`src/inc/ppl_pkg.sv`:
```
package ppl_pkg;
    // register offsets, packed {port D, port C, port B, port A}
    localparam logic [31:0] OFF_DIN  = {8'h11, 8'h10, 8'h01, 8'h00};
    localparam logic [31:0] OFF_DOUT = {8'h13, 8'h12, 8'h05, 8'h04};
    localparam logic [31:0] OFF_DIR  = {8'h15, 8'h14, 8'h07, 8'h06};
    localparam logic [31:0] OFF_CTL  = {8'h17, 8'h16, 8'h03, 8'h02};
    localparam logic [31:0] OFF_DRV  = {8'h1B, 8'h1A, 8'h09, 8'h08};
    localparam logic [31:0] OFF_OEN  = {8'h1D, 8'h1C, 8'h0D, 8'h0C};
    localparam logic [31:0] OFF_ISC  = {8'hFF, 8'h18, 8'h0B, 8'h0A};
    localparam logic [7:0]  OFF_MMC  = 8'h1E;
    // field layout
    localparam logic [7:0]  PORT_FULL_MASK = 8'hFF;
    localparam logic [7:0]  PC_GPIO_MASK   = 8'h9C;
    localparam logic [7:0]  PC_JTAG6_MASK  = 8'h18;
    localparam int          JTAG_STAT_BIT  = 3;
    localparam int          JTAG_ERR_BIT   = 4;
    localparam int          MMC_PIO_BIT    = 7;
    localparam logic [7:0]  MMC_WR_MASK    = 8'h80;
    // port capabilities, bit per port {D, C, B, A}
    localparam logic [3:0]  CAN_CELL = 4'hF;
    localparam logic [3:0]  CAN_ADDR = 4'h3;
    localparam logic [3:0]  CAN_PIO  = 4'h1;
    // reset values
    localparam logic [7:0]  REG_RST  = 8'h00;
    localparam logic        ISC_RST  = 1'b0;
    localparam logic [15:0] ADDR_RST = 16'h0000;

    typedef enum logic [1:0] {
        ISC_PASS,
        ISC_LATCH,
        ISC_REG,
        ISC_ALE
    } ppl_isc_mode_t;
endpackage

```
`src/rtl/ppl_port_pins.sv`:
```
`timescale 1ns/1ps
`default_nettype none
// How it works
// twenty strobe cells: A, B, four C
// each cell passes, latches or registers
// processor reads strobe cell outputs per port
// one strobe term per four cells on A and B, per two cells on C
// register on rising term, latch while high
// address-latch mode gates with ALE
// port C JTAG bits read zero
// A,B eight bits, C four, D one/two
// output mux: data, address, peripheral, cell
// readback returns one of eight sources
// output enable is term OR direction
// without term, direction alone enables
// pin read via data-in or strobe cell
// mode availability limited per port
// C0, C1, C5, C6 never general I/O
// processor keeps control zero for plain I/O
// processor sets bits for address/peripheral
// direction ignored on cell-driven pin
// six-pin JTAG: C3 status, C4 error
// data-out ignored on cell pin; data-in reads
// strobe cells clear on reset
module ppl_port_pins
    import ppl_pkg::*;
#(
    parameter int PD_W = 2
) (
    // clock and reset
    input  wire logic            clk,
    input  wire logic            resetn,
    // configuration register access
    input  wire logic [7:0]      cfg_addr,
    input  wire logic            cfg_wr,
    input  wire logic            cfg_rd,
    input  wire logic [7:0]      cfg_wdata,
    output logic      [7:0]      cfg_rdata,
    // processor bus
    input  wire logic            ale,
    input  wire logic [15:0]     cpu_addr,
    input  wire logic [7:0]      periph_data,
    input  wire logic            periph_oe,
    // logic array outputs and enables
    input  wire logic [7:0]      pa_cell_out,
    input  wire logic [7:0]      pb_cell_out,
    input  wire logic [7:0]      pc_cell_out,
    input  wire logic [7:0]      pa_cell_sel,
    input  wire logic [7:0]      pb_cell_sel,
    input  wire logic [7:0]      pc_cell_sel,
    input  wire logic [7:0]      pt_oe_a,
    input  wire logic [7:0]      pt_oe_b,
    input  wire logic [7:0]      pt_oe_c,
    input  wire logic [7:0]      pt_oe_d,
    input  wire logic [PD_W-1:0] dec_cs,
    input  wire logic [PD_W-1:0] dec_cs_sel,
    // strobe cell setup and terms
    input  wire logic [31:0]     strobe_mode_ab,
    input  wire logic [7:0]      strobe_mode_c,
    input  wire logic [5:0]      strobe_clock_term,
    input  wire logic [5:0]      strobe_gate_term,
    // logic array input bus
    output logic      [7:0]      array_in_a,
    output logic      [7:0]      array_in_b,
    output logic      [7:0]      array_in_c,
    output logic      [PD_W-1:0] array_in_d,
    // jtag
    input  wire logic            jtag_six_pin,
    input  wire logic            jtag_status_pin,
    input  wire logic            jtag_error_pin,
    // pins
    input  wire logic [7:0]      pa_in,
    output logic      [7:0]      pa_out,
    output logic      [7:0]      pa_oe_n,
    input  wire logic [7:0]      pb_in,
    output logic      [7:0]      pb_out,
    output logic      [7:0]      pb_oe_n,
    input  wire logic [7:0]      pc_in,
    output logic      [7:0]      pc_out,
    output logic      [7:0]      pc_oe_n,
    input  wire logic [PD_W-1:0] pd_in,
    output logic      [PD_W-1:0] pd_out,
    output logic      [PD_W-1:0] pd_oe_n
);
    localparam logic [7:0] PD_MASK = 8'(((1 << PD_W) - 1) << 1);
    localparam logic [31:0] PORT_MASK =
        {PD_MASK, PC_GPIO_MASK, PORT_FULL_MASK, PORT_FULL_MASK};

    function automatic logic [2:0] find_port(input logic [7:0] a,
                                             input logic [31:0] offs);
        logic [2:0] r;
        r = 3'h0;
        for (int i = 0; i < 4; i++) begin
            if (a == offs[8*i +: 8]) begin
                r = {1'b1, 2'(i)};
            end
        end
        return r;
    endfunction

    function automatic logic [7:0] pmask(input logic [1:0] p);
        return PORT_MASK[8*p +: 8];
    endfunction

    logic [3:0][7:0] dir_q;
    logic [3:0][7:0] drv_q;
    logic [3:0][7:0] ctl_q;
    logic [3:0][7:0] dout_q;
    logic [7:0]      mmc_q;
    logic [7:0]      rdata_q;
    logic [7:0]      rdata_d;
    logic [15:0]     lat_addr_q;
    logic [3:0][7:0] pin_in;
    logic [3:0][7:0] cell_val;
    logic [3:0][7:0] cell_sel;
    logic [3:0][7:0] pt_oe;
    logic [3:0][7:0] pin_val;
    logic [3:0][7:0] pin_oe;
    logic [3:0][7:0] isc_img;
    logic [15:0]     isc_ab;
    logic [1:0]      isc_c_lo;
    logic [1:0]      isc_c_hi;

    // pins land in both the port logic and the strobe cells
    assign pin_in   = {8'({pd_in, 1'b0}), pc_in & PC_GPIO_MASK,
                       pb_in, pa_in};
    // chip selects use the cell path on port D
    assign cell_val = {8'({dec_cs, 1'b0}), pc_cell_out,
                       pb_cell_out, pa_cell_out};
    assign cell_sel = {8'({dec_cs_sel, 1'b0}), pc_cell_sel,
                       pb_cell_sel, pa_cell_sel};
    assign pt_oe    = {pt_oe_d | 8'({dec_cs_sel, 1'b0}), pt_oe_c,
                       pt_oe_b, pt_oe_a};

    // output mux and enable per port
    for (genvar p = 0; p < 4; p++) begin : g_port
        wire [7:0] m       = PORT_MASK[8*p +: 8];
        wire [7:0] by_cell = cell_sel[p] & m & {8{CAN_CELL[p]}};
        wire [7:0] by_pio  = {8{CAN_PIO[p] & mmc_q[MMC_PIO_BIT]}}
                             & m & ~by_cell;
        wire [7:0] by_addr = ctl_q[p] & dir_q[p] & {8{CAN_ADDR[p]}}
                             & ~by_cell & ~by_pio;
        wire [7:0] by_reg  = ~by_cell & ~by_pio & ~by_addr;
        wire [7:0] lat     = (p == 0) ? lat_addr_q[7:0] : lat_addr_q[15:8];
        assign pin_val[p] = (by_cell & cell_val[p])
                          | (by_pio  & periph_data)
                          | (by_addr & lat)
                          | (by_reg  & dout_q[p]);
        assign pin_oe[p]  = m & ((by_cell & pt_oe[p])
                          | (by_pio & {8{periph_oe}})
                          | (~by_cell & ~by_pio
                             & (pt_oe[p] | dir_q[p])));
    end

    wire [7:0] jt6 = jtag_six_pin ? PC_JTAG6_MASK : 8'h00;
    wire [7:0] jt_val = 8'({jtag_error_pin, jtag_status_pin}
                           << JTAG_STAT_BIT);
    wire [7:0] pc_oe  = pin_oe[2] | jt6;

    assign pa_out  = pin_val[0];
    assign pa_oe_n = ~pin_oe[0];
    assign pb_out  = pin_val[1];
    assign pb_oe_n = ~pin_oe[1];
    assign pc_out  = (pin_val[2] & ~jt6) | (jt_val & jt6);
    assign pc_oe_n = ~pc_oe;
    assign pd_out  = pin_val[3][PD_W:1];
    assign pd_oe_n = ~pin_oe[3][PD_W:1];

    // strobe cells: ports A and B in groups of four
    for (genvar g = 0; g < 4; g++) begin : g_isc
        ppl_strobe_group #(.W(4)) u_grp (
            .clk       (clk),
            .resetn    (resetn),
            .pin       (pin_in[g/2][4*(g%2) +: 4]),
            .mode      (strobe_mode_ab[8*g +: 8]),
            .clk_term  (strobe_clock_term[g]),
            .gate_term (strobe_gate_term[g]),
            .ale       (ale),
            .q_out     (isc_ab[4*g +: 4])
        );
    end

    // port C cells: bits 2,3 share the low term, 4,7 the high term
    ppl_strobe_group #(.W(2)) u_isc_c_lo (
        .clk       (clk),
        .resetn    (resetn),
        .pin       (pc_in[3:2]),
        .mode      (strobe_mode_c[3:0]),
        .clk_term  (strobe_clock_term[4]),
        .gate_term (strobe_gate_term[4]),
        .ale       (ale),
        .q_out     (isc_c_lo)
    );
    ppl_strobe_group #(.W(2)) u_isc_c_hi (
        .clk       (clk),
        .resetn    (resetn),
        .pin       ({pc_in[7], pc_in[4]}),
        .mode      (strobe_mode_c[7:4]),
        .clk_term  (strobe_clock_term[5]),
        .gate_term (strobe_gate_term[5]),
        .ale       (ale),
        .q_out     (isc_c_hi)
    );

    assign isc_img = {8'h00,
                      {isc_c_hi[1], 2'b00, isc_c_hi[0], isc_c_lo, 2'b00},
                      isc_ab[15:8], isc_ab[7:0]};
    assign array_in_a = isc_img[0];
    assign array_in_b = isc_img[1];
    assign array_in_c = isc_img[2];
    assign array_in_d = pd_in;

    // register decode
    wire [2:0] h_din  = find_port(cfg_addr, OFF_DIN);
    wire [2:0] h_dout = find_port(cfg_addr, OFF_DOUT);
    wire [2:0] h_dir  = find_port(cfg_addr, OFF_DIR);
    wire [2:0] h_ctl  = find_port(cfg_addr, OFF_CTL);
    wire [2:0] h_drv  = find_port(cfg_addr, OFF_DRV);
    wire [2:0] h_oen  = find_port(cfg_addr, OFF_OEN);
    wire [2:0] h_isc  = find_port(cfg_addr, OFF_ISC);
    wire       h_mmc  = (cfg_addr == OFF_MMC);

    // readback buffer: one source per read
    assign rdata_d =
          h_din[2]  ? pin_in[h_din[1:0]]
        : h_dout[2] ? dout_q[h_dout[1:0]]
        : h_dir[2]  ? dir_q[h_dir[1:0]]
        : h_ctl[2]  ? ctl_q[h_ctl[1:0]]
        : h_drv[2]  ? drv_q[h_drv[1:0]]
        : h_oen[2]  ? (h_oen[1:0] == 2'h2 ? pc_oe
                                          : pin_oe[h_oen[1:0]])
        : h_isc[2]  ? isc_img[h_isc[1:0]]
        : h_mmc     ? mmc_q
        : 8'h00;

    always_ff @(posedge clk or negedge resetn) begin
        if (!resetn) begin
            dir_q   <= {4{REG_RST}};
            drv_q   <= {4{REG_RST}};
            ctl_q   <= {4{REG_RST}};
            dout_q  <= {4{REG_RST}};
            mmc_q   <= REG_RST;
            rdata_q <= REG_RST;
        end else begin
            if (cfg_rd) begin
                rdata_q <= rdata_d;
            end
            if (cfg_wr && h_dir[2]) begin
                dir_q[h_dir[1:0]] <= cfg_wdata & pmask(h_dir[1:0]);
            end
            if (cfg_wr && h_drv[2]) begin
                drv_q[h_drv[1:0]] <= cfg_wdata & pmask(h_drv[1:0]);
            end
            if (cfg_wr && h_ctl[2]) begin
                ctl_q[h_ctl[1:0]] <= cfg_wdata & pmask(h_ctl[1:0]);
            end
            if (cfg_wr && h_dout[2]) begin
                dout_q[h_dout[1:0]] <= cfg_wdata & pmask(h_dout[1:0]);
            end
            if (cfg_wr && h_mmc) begin
                mmc_q <= cfg_wdata & MMC_WR_MASK;
            end
        end
    end
    assign cfg_rdata = rdata_q;

    // address latch follows the bus while ALE is high
    always_ff @(posedge clk or negedge resetn) begin
        if (!resetn) begin
            lat_addr_q <= ADDR_RST;
        end else if (ale) begin
            lat_addr_q <= cpu_addr;
        end
    end
endmodule
`default_nettype wire

```
`src/rtl/ppl_strobe_group.sv`:
```
`timescale 1ns/1ps
`default_nettype none
module ppl_strobe_group
    import ppl_pkg::*;
#(
    parameter int W = 4
) (
    // clock and reset
    input  wire logic           clk,
    input  wire logic           resetn,
    // pins and per-cell mode
    input  wire logic [W-1:0]   pin,
    input  wire logic [2*W-1:0] mode,
    // shared strobe terms
    input  wire logic           clk_term,
    input  wire logic           gate_term,
    input  wire logic           ale,
    // towards the logic array
    output logic      [W-1:0]   q_out
);
    logic         term_q;
    logic [W-1:0] hold_q;
    logic [W-1:0] hold_d;
    wire          term_rise = clk_term & ~term_q;

    for (genvar i = 0; i < W; i++) begin : g_cell
        wire ppl_isc_mode_t m = ppl_isc_mode_t'(mode[2*i +: 2]);
        wire take = (m == ISC_REG   && term_rise)
                 || (m == ISC_LATCH && gate_term)
                 || (m == ISC_ALE   && ale);
        assign hold_d[i] = take ? pin[i] : hold_q[i];
        // transparent latch passes the pin while open
        assign q_out[i] = (m == ISC_PASS)  ? pin[i]
                        : (m == ISC_LATCH) ? (gate_term ? pin[i] : hold_q[i])
                        : (m == ISC_ALE)   ? (ale ? pin[i] : hold_q[i])
                        : hold_q[i];
    end

    always_ff @(posedge clk or negedge resetn) begin
        if (!resetn) begin
            term_q <= 1'b0;
            hold_q <= {W{ISC_RST}};
        end else begin
            term_q <= clk_term;
            hold_q <= hold_d;
        end
    end
endmodule
`default_nettype wire

```
`config.mk`:
```
export PLATFORM = sky130hd
export DESIGN_NAME = ppl_port_pins
export DESIGN_NICKNAME = d
export VERILOG_FILES = /design/src/inc/ppl_pkg.sv /design/src/rtl/ppl_port_pins.sv /design/src/rtl/ppl_strobe_group.sv
export SDC_FILE = /design/constraint.sdc
export NUM_CORES = 1
export LEC_CHECK = 0
export BUFFER_PORTS_ARGS = -buffer_cell sky130_fd_sc_hd__buf_2
export CORE_MARGIN = 3
export CORE_UTILIZATION = 45
export CTS_BUF_LIST = sky130_fd_sc_hd__clkbuf_4 sky130_fd_sc_hd__clkbuf_8
export DETAILED_ROUTE_END_ITERATION = 16
export PLACE_DENSITY_LB_ADDON = 0.12
export SYNTH_ARGS = -nofsm -noshare
export SYNTH_HDL_FRONTEND = slang
export SYNTH_SLANG_ARGS = --single-unit
```
`constraint.sdc`:
```
create_clock -name clk -period 1.5 [get_ports clk]
set_input_delay 0.225 -clock clk [delete_from_list [all_inputs] [get_ports clk]]
set_output_delay 0.225 -clock clk [all_outputs]
set_load 0.03 [all_outputs]
```
==> metrics.md <==
| Metric | Value |
|---|---|
| Outcome | finished with violations |
| Failing checks | negative setup slack |
| Seq/Total Area, Yosys | 0.405 |
| Fmax achieved | 464 MHz |
| Synth area leader | dfrtp_1 |
| Critical R2R Launch | mmc_q[7] |
| Initial core utilization | 0.465 |
| Main synth FF type | dfrtp_1 |
| Synth warnings | 0 |
| Period utilization | 1.44 |
| CTS tree | built |
| Core Area | 23800 sq um |
| Number of synthesized flops with an enable pin | 0 |
| DRC violations left | 0 |
| Die H | approximately 160 um |
| Routed length per placed instance | 22.6 um |
| TritonRoute pass-1 iters | 8 |
| Fin area | 17800 sq um |
| FF-to-FF End | cfg_rdata[3] |
| VDD IR max | around 0.00064 V |
| Final hold viol count | 0 |
| R2R depth | 8 |
| Mapped Area | 11100 sq um |
| Crit path max-delay family | multiplexers |
| Crit-path cells | buf_6 -> nand2_4 -> mux2_4 -> mux2i_1 -> o21ai_1 -> buf_4 |
| Chip Width | 163 um |
| First DRT Iteration DRCs | 1340 |
| Sequential cell area | roughly 4500 sq um |
| Netlist cell types | 83 |
| CP max FO | 2 |
| Synth top cells by count | dfrtp_1, nand2_1, a21oi_1 |
| Final TNS setup | -19750 ps |
| Hold_sp | pa_in[3] |
| CTS max path bufs | 2 |
| Hold endpoint | g_isc[0].u_grp.hold_q[3] |
| Number of global-route vias before repair | 12100 |
| DP Wirelength | 35200 um |
| Seq pwr share | 0.416 |
| Dpl cell area | 15200 sq um |
| CP Buf/Inv Count | 2 |
| Post-route setup slack | -654 ps |
| Total gr overflow | 0 |
| DRT antenna net count | 0 |
| First-pass GRT wire length | ~70000 um |
| Clock power frac | 0.285 |
| Max Cap Viol | 0 |
| Comb power frac | 0.299 |
| Sw Share | 0.345 |
| P_int | around 8400 uW |
| Post-Syn Instances | 1167 |
| Setup violators final | 76 |
| Final setup skew | ~17 ps |
| CTS Sinks | 179 |
| Max Slew Vio Count | 0 |
| Slowest CP cell | dfrtp_1 |
| Top-count cell post-synth | dfrtp_1 |
| Initial antenna violation count | 0 |
| Port bufs | between 200 and 300 |
| Fillers | 1634 |
| Area contributors post-synth | dfrtp_1, mux2_2, mux2i_1, nand2_1, a21oi_1 |
| Total CTS buffers | 17 |
| Die area | 26500 sq um |
| Routed WL | a little under 50000 um |
| Crit path DAT | 1930 ps |
| Tmin final | 2150 ps |
| Final RePlAce weighted congestion | just over 1 |
| Worst-path clk slew | around 110 ps |
| Avg Vias per Cell | between 5 and 6 |
| Skew-Pair Late Insertion Delay | 490 ps |
| Hold Path Class | input port to register |
| P_leak | 0.00881 uW |
| RSZ-0062 raised after global routing | yes |
| CP max stage delay | around 400 ps |
| CTS HTree Levels | 4 |
| Vias | about 12000 |
| Area grow syn2layout | 60.8% |
| Largest net degree at the start of global routing | 37 |
| Clock root cell | clkbuf_8 |
| Reg2Reg Setup Slack | -530 ps |
| PwrDens | 720 nW/um^2 |
| WP data required | about 1300 ps |
| Row cnt | 56 |
| Slew margin rel. | 0.565 |
| Gr usage total | 0.343 |
| I/O pin count | between 200 and 300 |
| P_sw | between 4000 and 5000 uW |
| Share of cells above drive strength 1 | 0.523 |
| Average size of a mapped cell | between 9 and 10 sq um |
| Crit path kind | register to output pin |
| CP Launch Type | register |
| Tightest Pin Transition | 648 ps |
| Ys async rst share | 1.00 |
| Hold path depth | 2 |
| Top-area cell type share of the netlist area | 0.405 |
| Area of the multi-input gates | 7120 sq um |
| Crit. End Element | output pin |
| Final nets | about 2000 |
| Seq cells post-synth | roughly 180 |
-- per-stage QoR --
step | hold WS [ps] | cells | total power, uW | utilization | worst slack (ps)
after global placement | 176 | 1997 | 8360 | 0.640 | -1010
after CTS | 10.3 | 2113 | 12600 | 0.726 | -508
after global routing | 13.5 | 2131 | 13200 | 0.747 | -657
after detailed placement | 175 | 1997 | 8410 | 0.640 | -980
final | 28.4 | 2132 | 12800 | 0.747 | -654
after floorplan | -70.6 | 1173 | 6890 | - | -366
-- worst reg2reg max path, cell delays in order, from the launching register on --
cell and delay, ps:
dfrtp_2 490, buf_6 150, o21ba_4 220, o22ai_4 170, mux2i_2 130, a211o_1 310, a2111oi_4 200, buf_4 170
a31oi_1 70
-- repair_timing --
item / 4_1_cts / 5_1_grt
setup endpoints to repair: 96 / 97
setup buffers: 64 / 22
pin swaps: 83 / 68
resized for setup: 280 / 80
hold endpoints to repair: 64 / 0
hold buffers: 24 / 0
-- per-layer routing --
| metal | track usage | part of all wire |
|---|---|---|
| met5 | 0 | 0 |
| met4 | 0.118 | 0.042 |
| met3 | 0.0827 | 0.092 |
| met2 | 0.564 | 0.47 |
| met1 | 0.446 | 0.40 |
-- sequential cells by signal (all words and copies together) (netlist names) --
register            flops
ctl_q                  32
dir_q                  32
dout_q                 32
drv_q                  32
g_isc.u_grp.hold_q     16
lat_addr_q             16
cfg_rdata               8
g_isc.u_grp.term_q      4
u_isc_c_hi.hold_q       2
u_isc_c_lo.hold_q       2
mmc_q                   1
u_isc_c_hi.term_q       1
u_isc_c_lo.term_q       1
-- worst max path at each step --
stage           startpoint  slack [ps]      endpoint  depth (start not counted)
2_1_floorplan  cfg_addr[7]        -370     dir_q[13]                          7
3_3_place_gp   cfg_addr[1]       -1010  cfg_rdata[6]                          8
3_5_place_dp   cfg_addr[1]        -980  cfg_rdata[6]                          8
4_1_cts           dir_q[5]        -510     pa_out[5]                          6
5_1_grt           dir_q[4]        -660     pa_out[4]                          6
6_report          dir_q[4]        -650     pa_out[4]                          6
-- placed cells by master (no fill, tap or decap), types with 9 or more instances in the layout --
| cell | n |
|---|---|
| a21oi_4 | 10 |
| nor3_2 | 18 |
| nand3_1 | 24 |
| nor2b_1 | 43 |
| clkbuf_8 | 17 |
| o21ai_1 | 70 |
| nand2_4 | 15 |
| nand2_1 | 123 |
| dlygate4sd3_1 | 24 |
| o21ai_0 | 15 |
| a31oi_1 | 13 |
| buf_4 | 343 |
| dfrtp_1 | 174 |
| nor2_1 | 32 |
| a211o_1 | 9 |
| nor2_4 | 13 |
| mux2_4 | 44 |
| buf_12 | 11 |
| inv_1 | 25 |
| o311a_1 | 10 |
| mux2i_1 | 63 |
| mux2_1 | 9 |
| buf_6 | 107 |
| mux2_2 | 62 |
| a21oi_1 | 80 |
| and2_1 | 18 |
| buf_2 | 196 |
| and3b_1 | 17 |
-- kinds of logic after synthesis --
kind of cell | Yosys count | synth area share
AO/OA/AOI/OAI | 312 | 0.180
XOR/XNOR | 2 | 0.00158
buffers and inverters | 105 | 0.0461
flip-flops | 179 | 0.405
multiplexers | 188 | 0.183
other | 2 | 0.000679
AND/OR/NAND/NOR | 379 | 0.184
-- power by group through the flow --
stage	Clock (uW)	Sequential, uW	Combinational (uW)
CTS	3650	5310	3610
global placement	0	5380	2990
finish	3650	5330	3840
global route	3850	5360	4040
floorplan	0	5340	1550
detailed placement	0	5390	3030
-- final cells by class --
class,count,share of cell area
multi-input cells,889,0.400
repair buffers,684,0.296
inverters,28,0.00591
flip-flops and latches,179,0.252
clock buffers,17,0.0131
diodes,1,0.000141
clock inverters,15,0.0106
well taps,319,0.0224
Power figures use the tool's default switching activity.
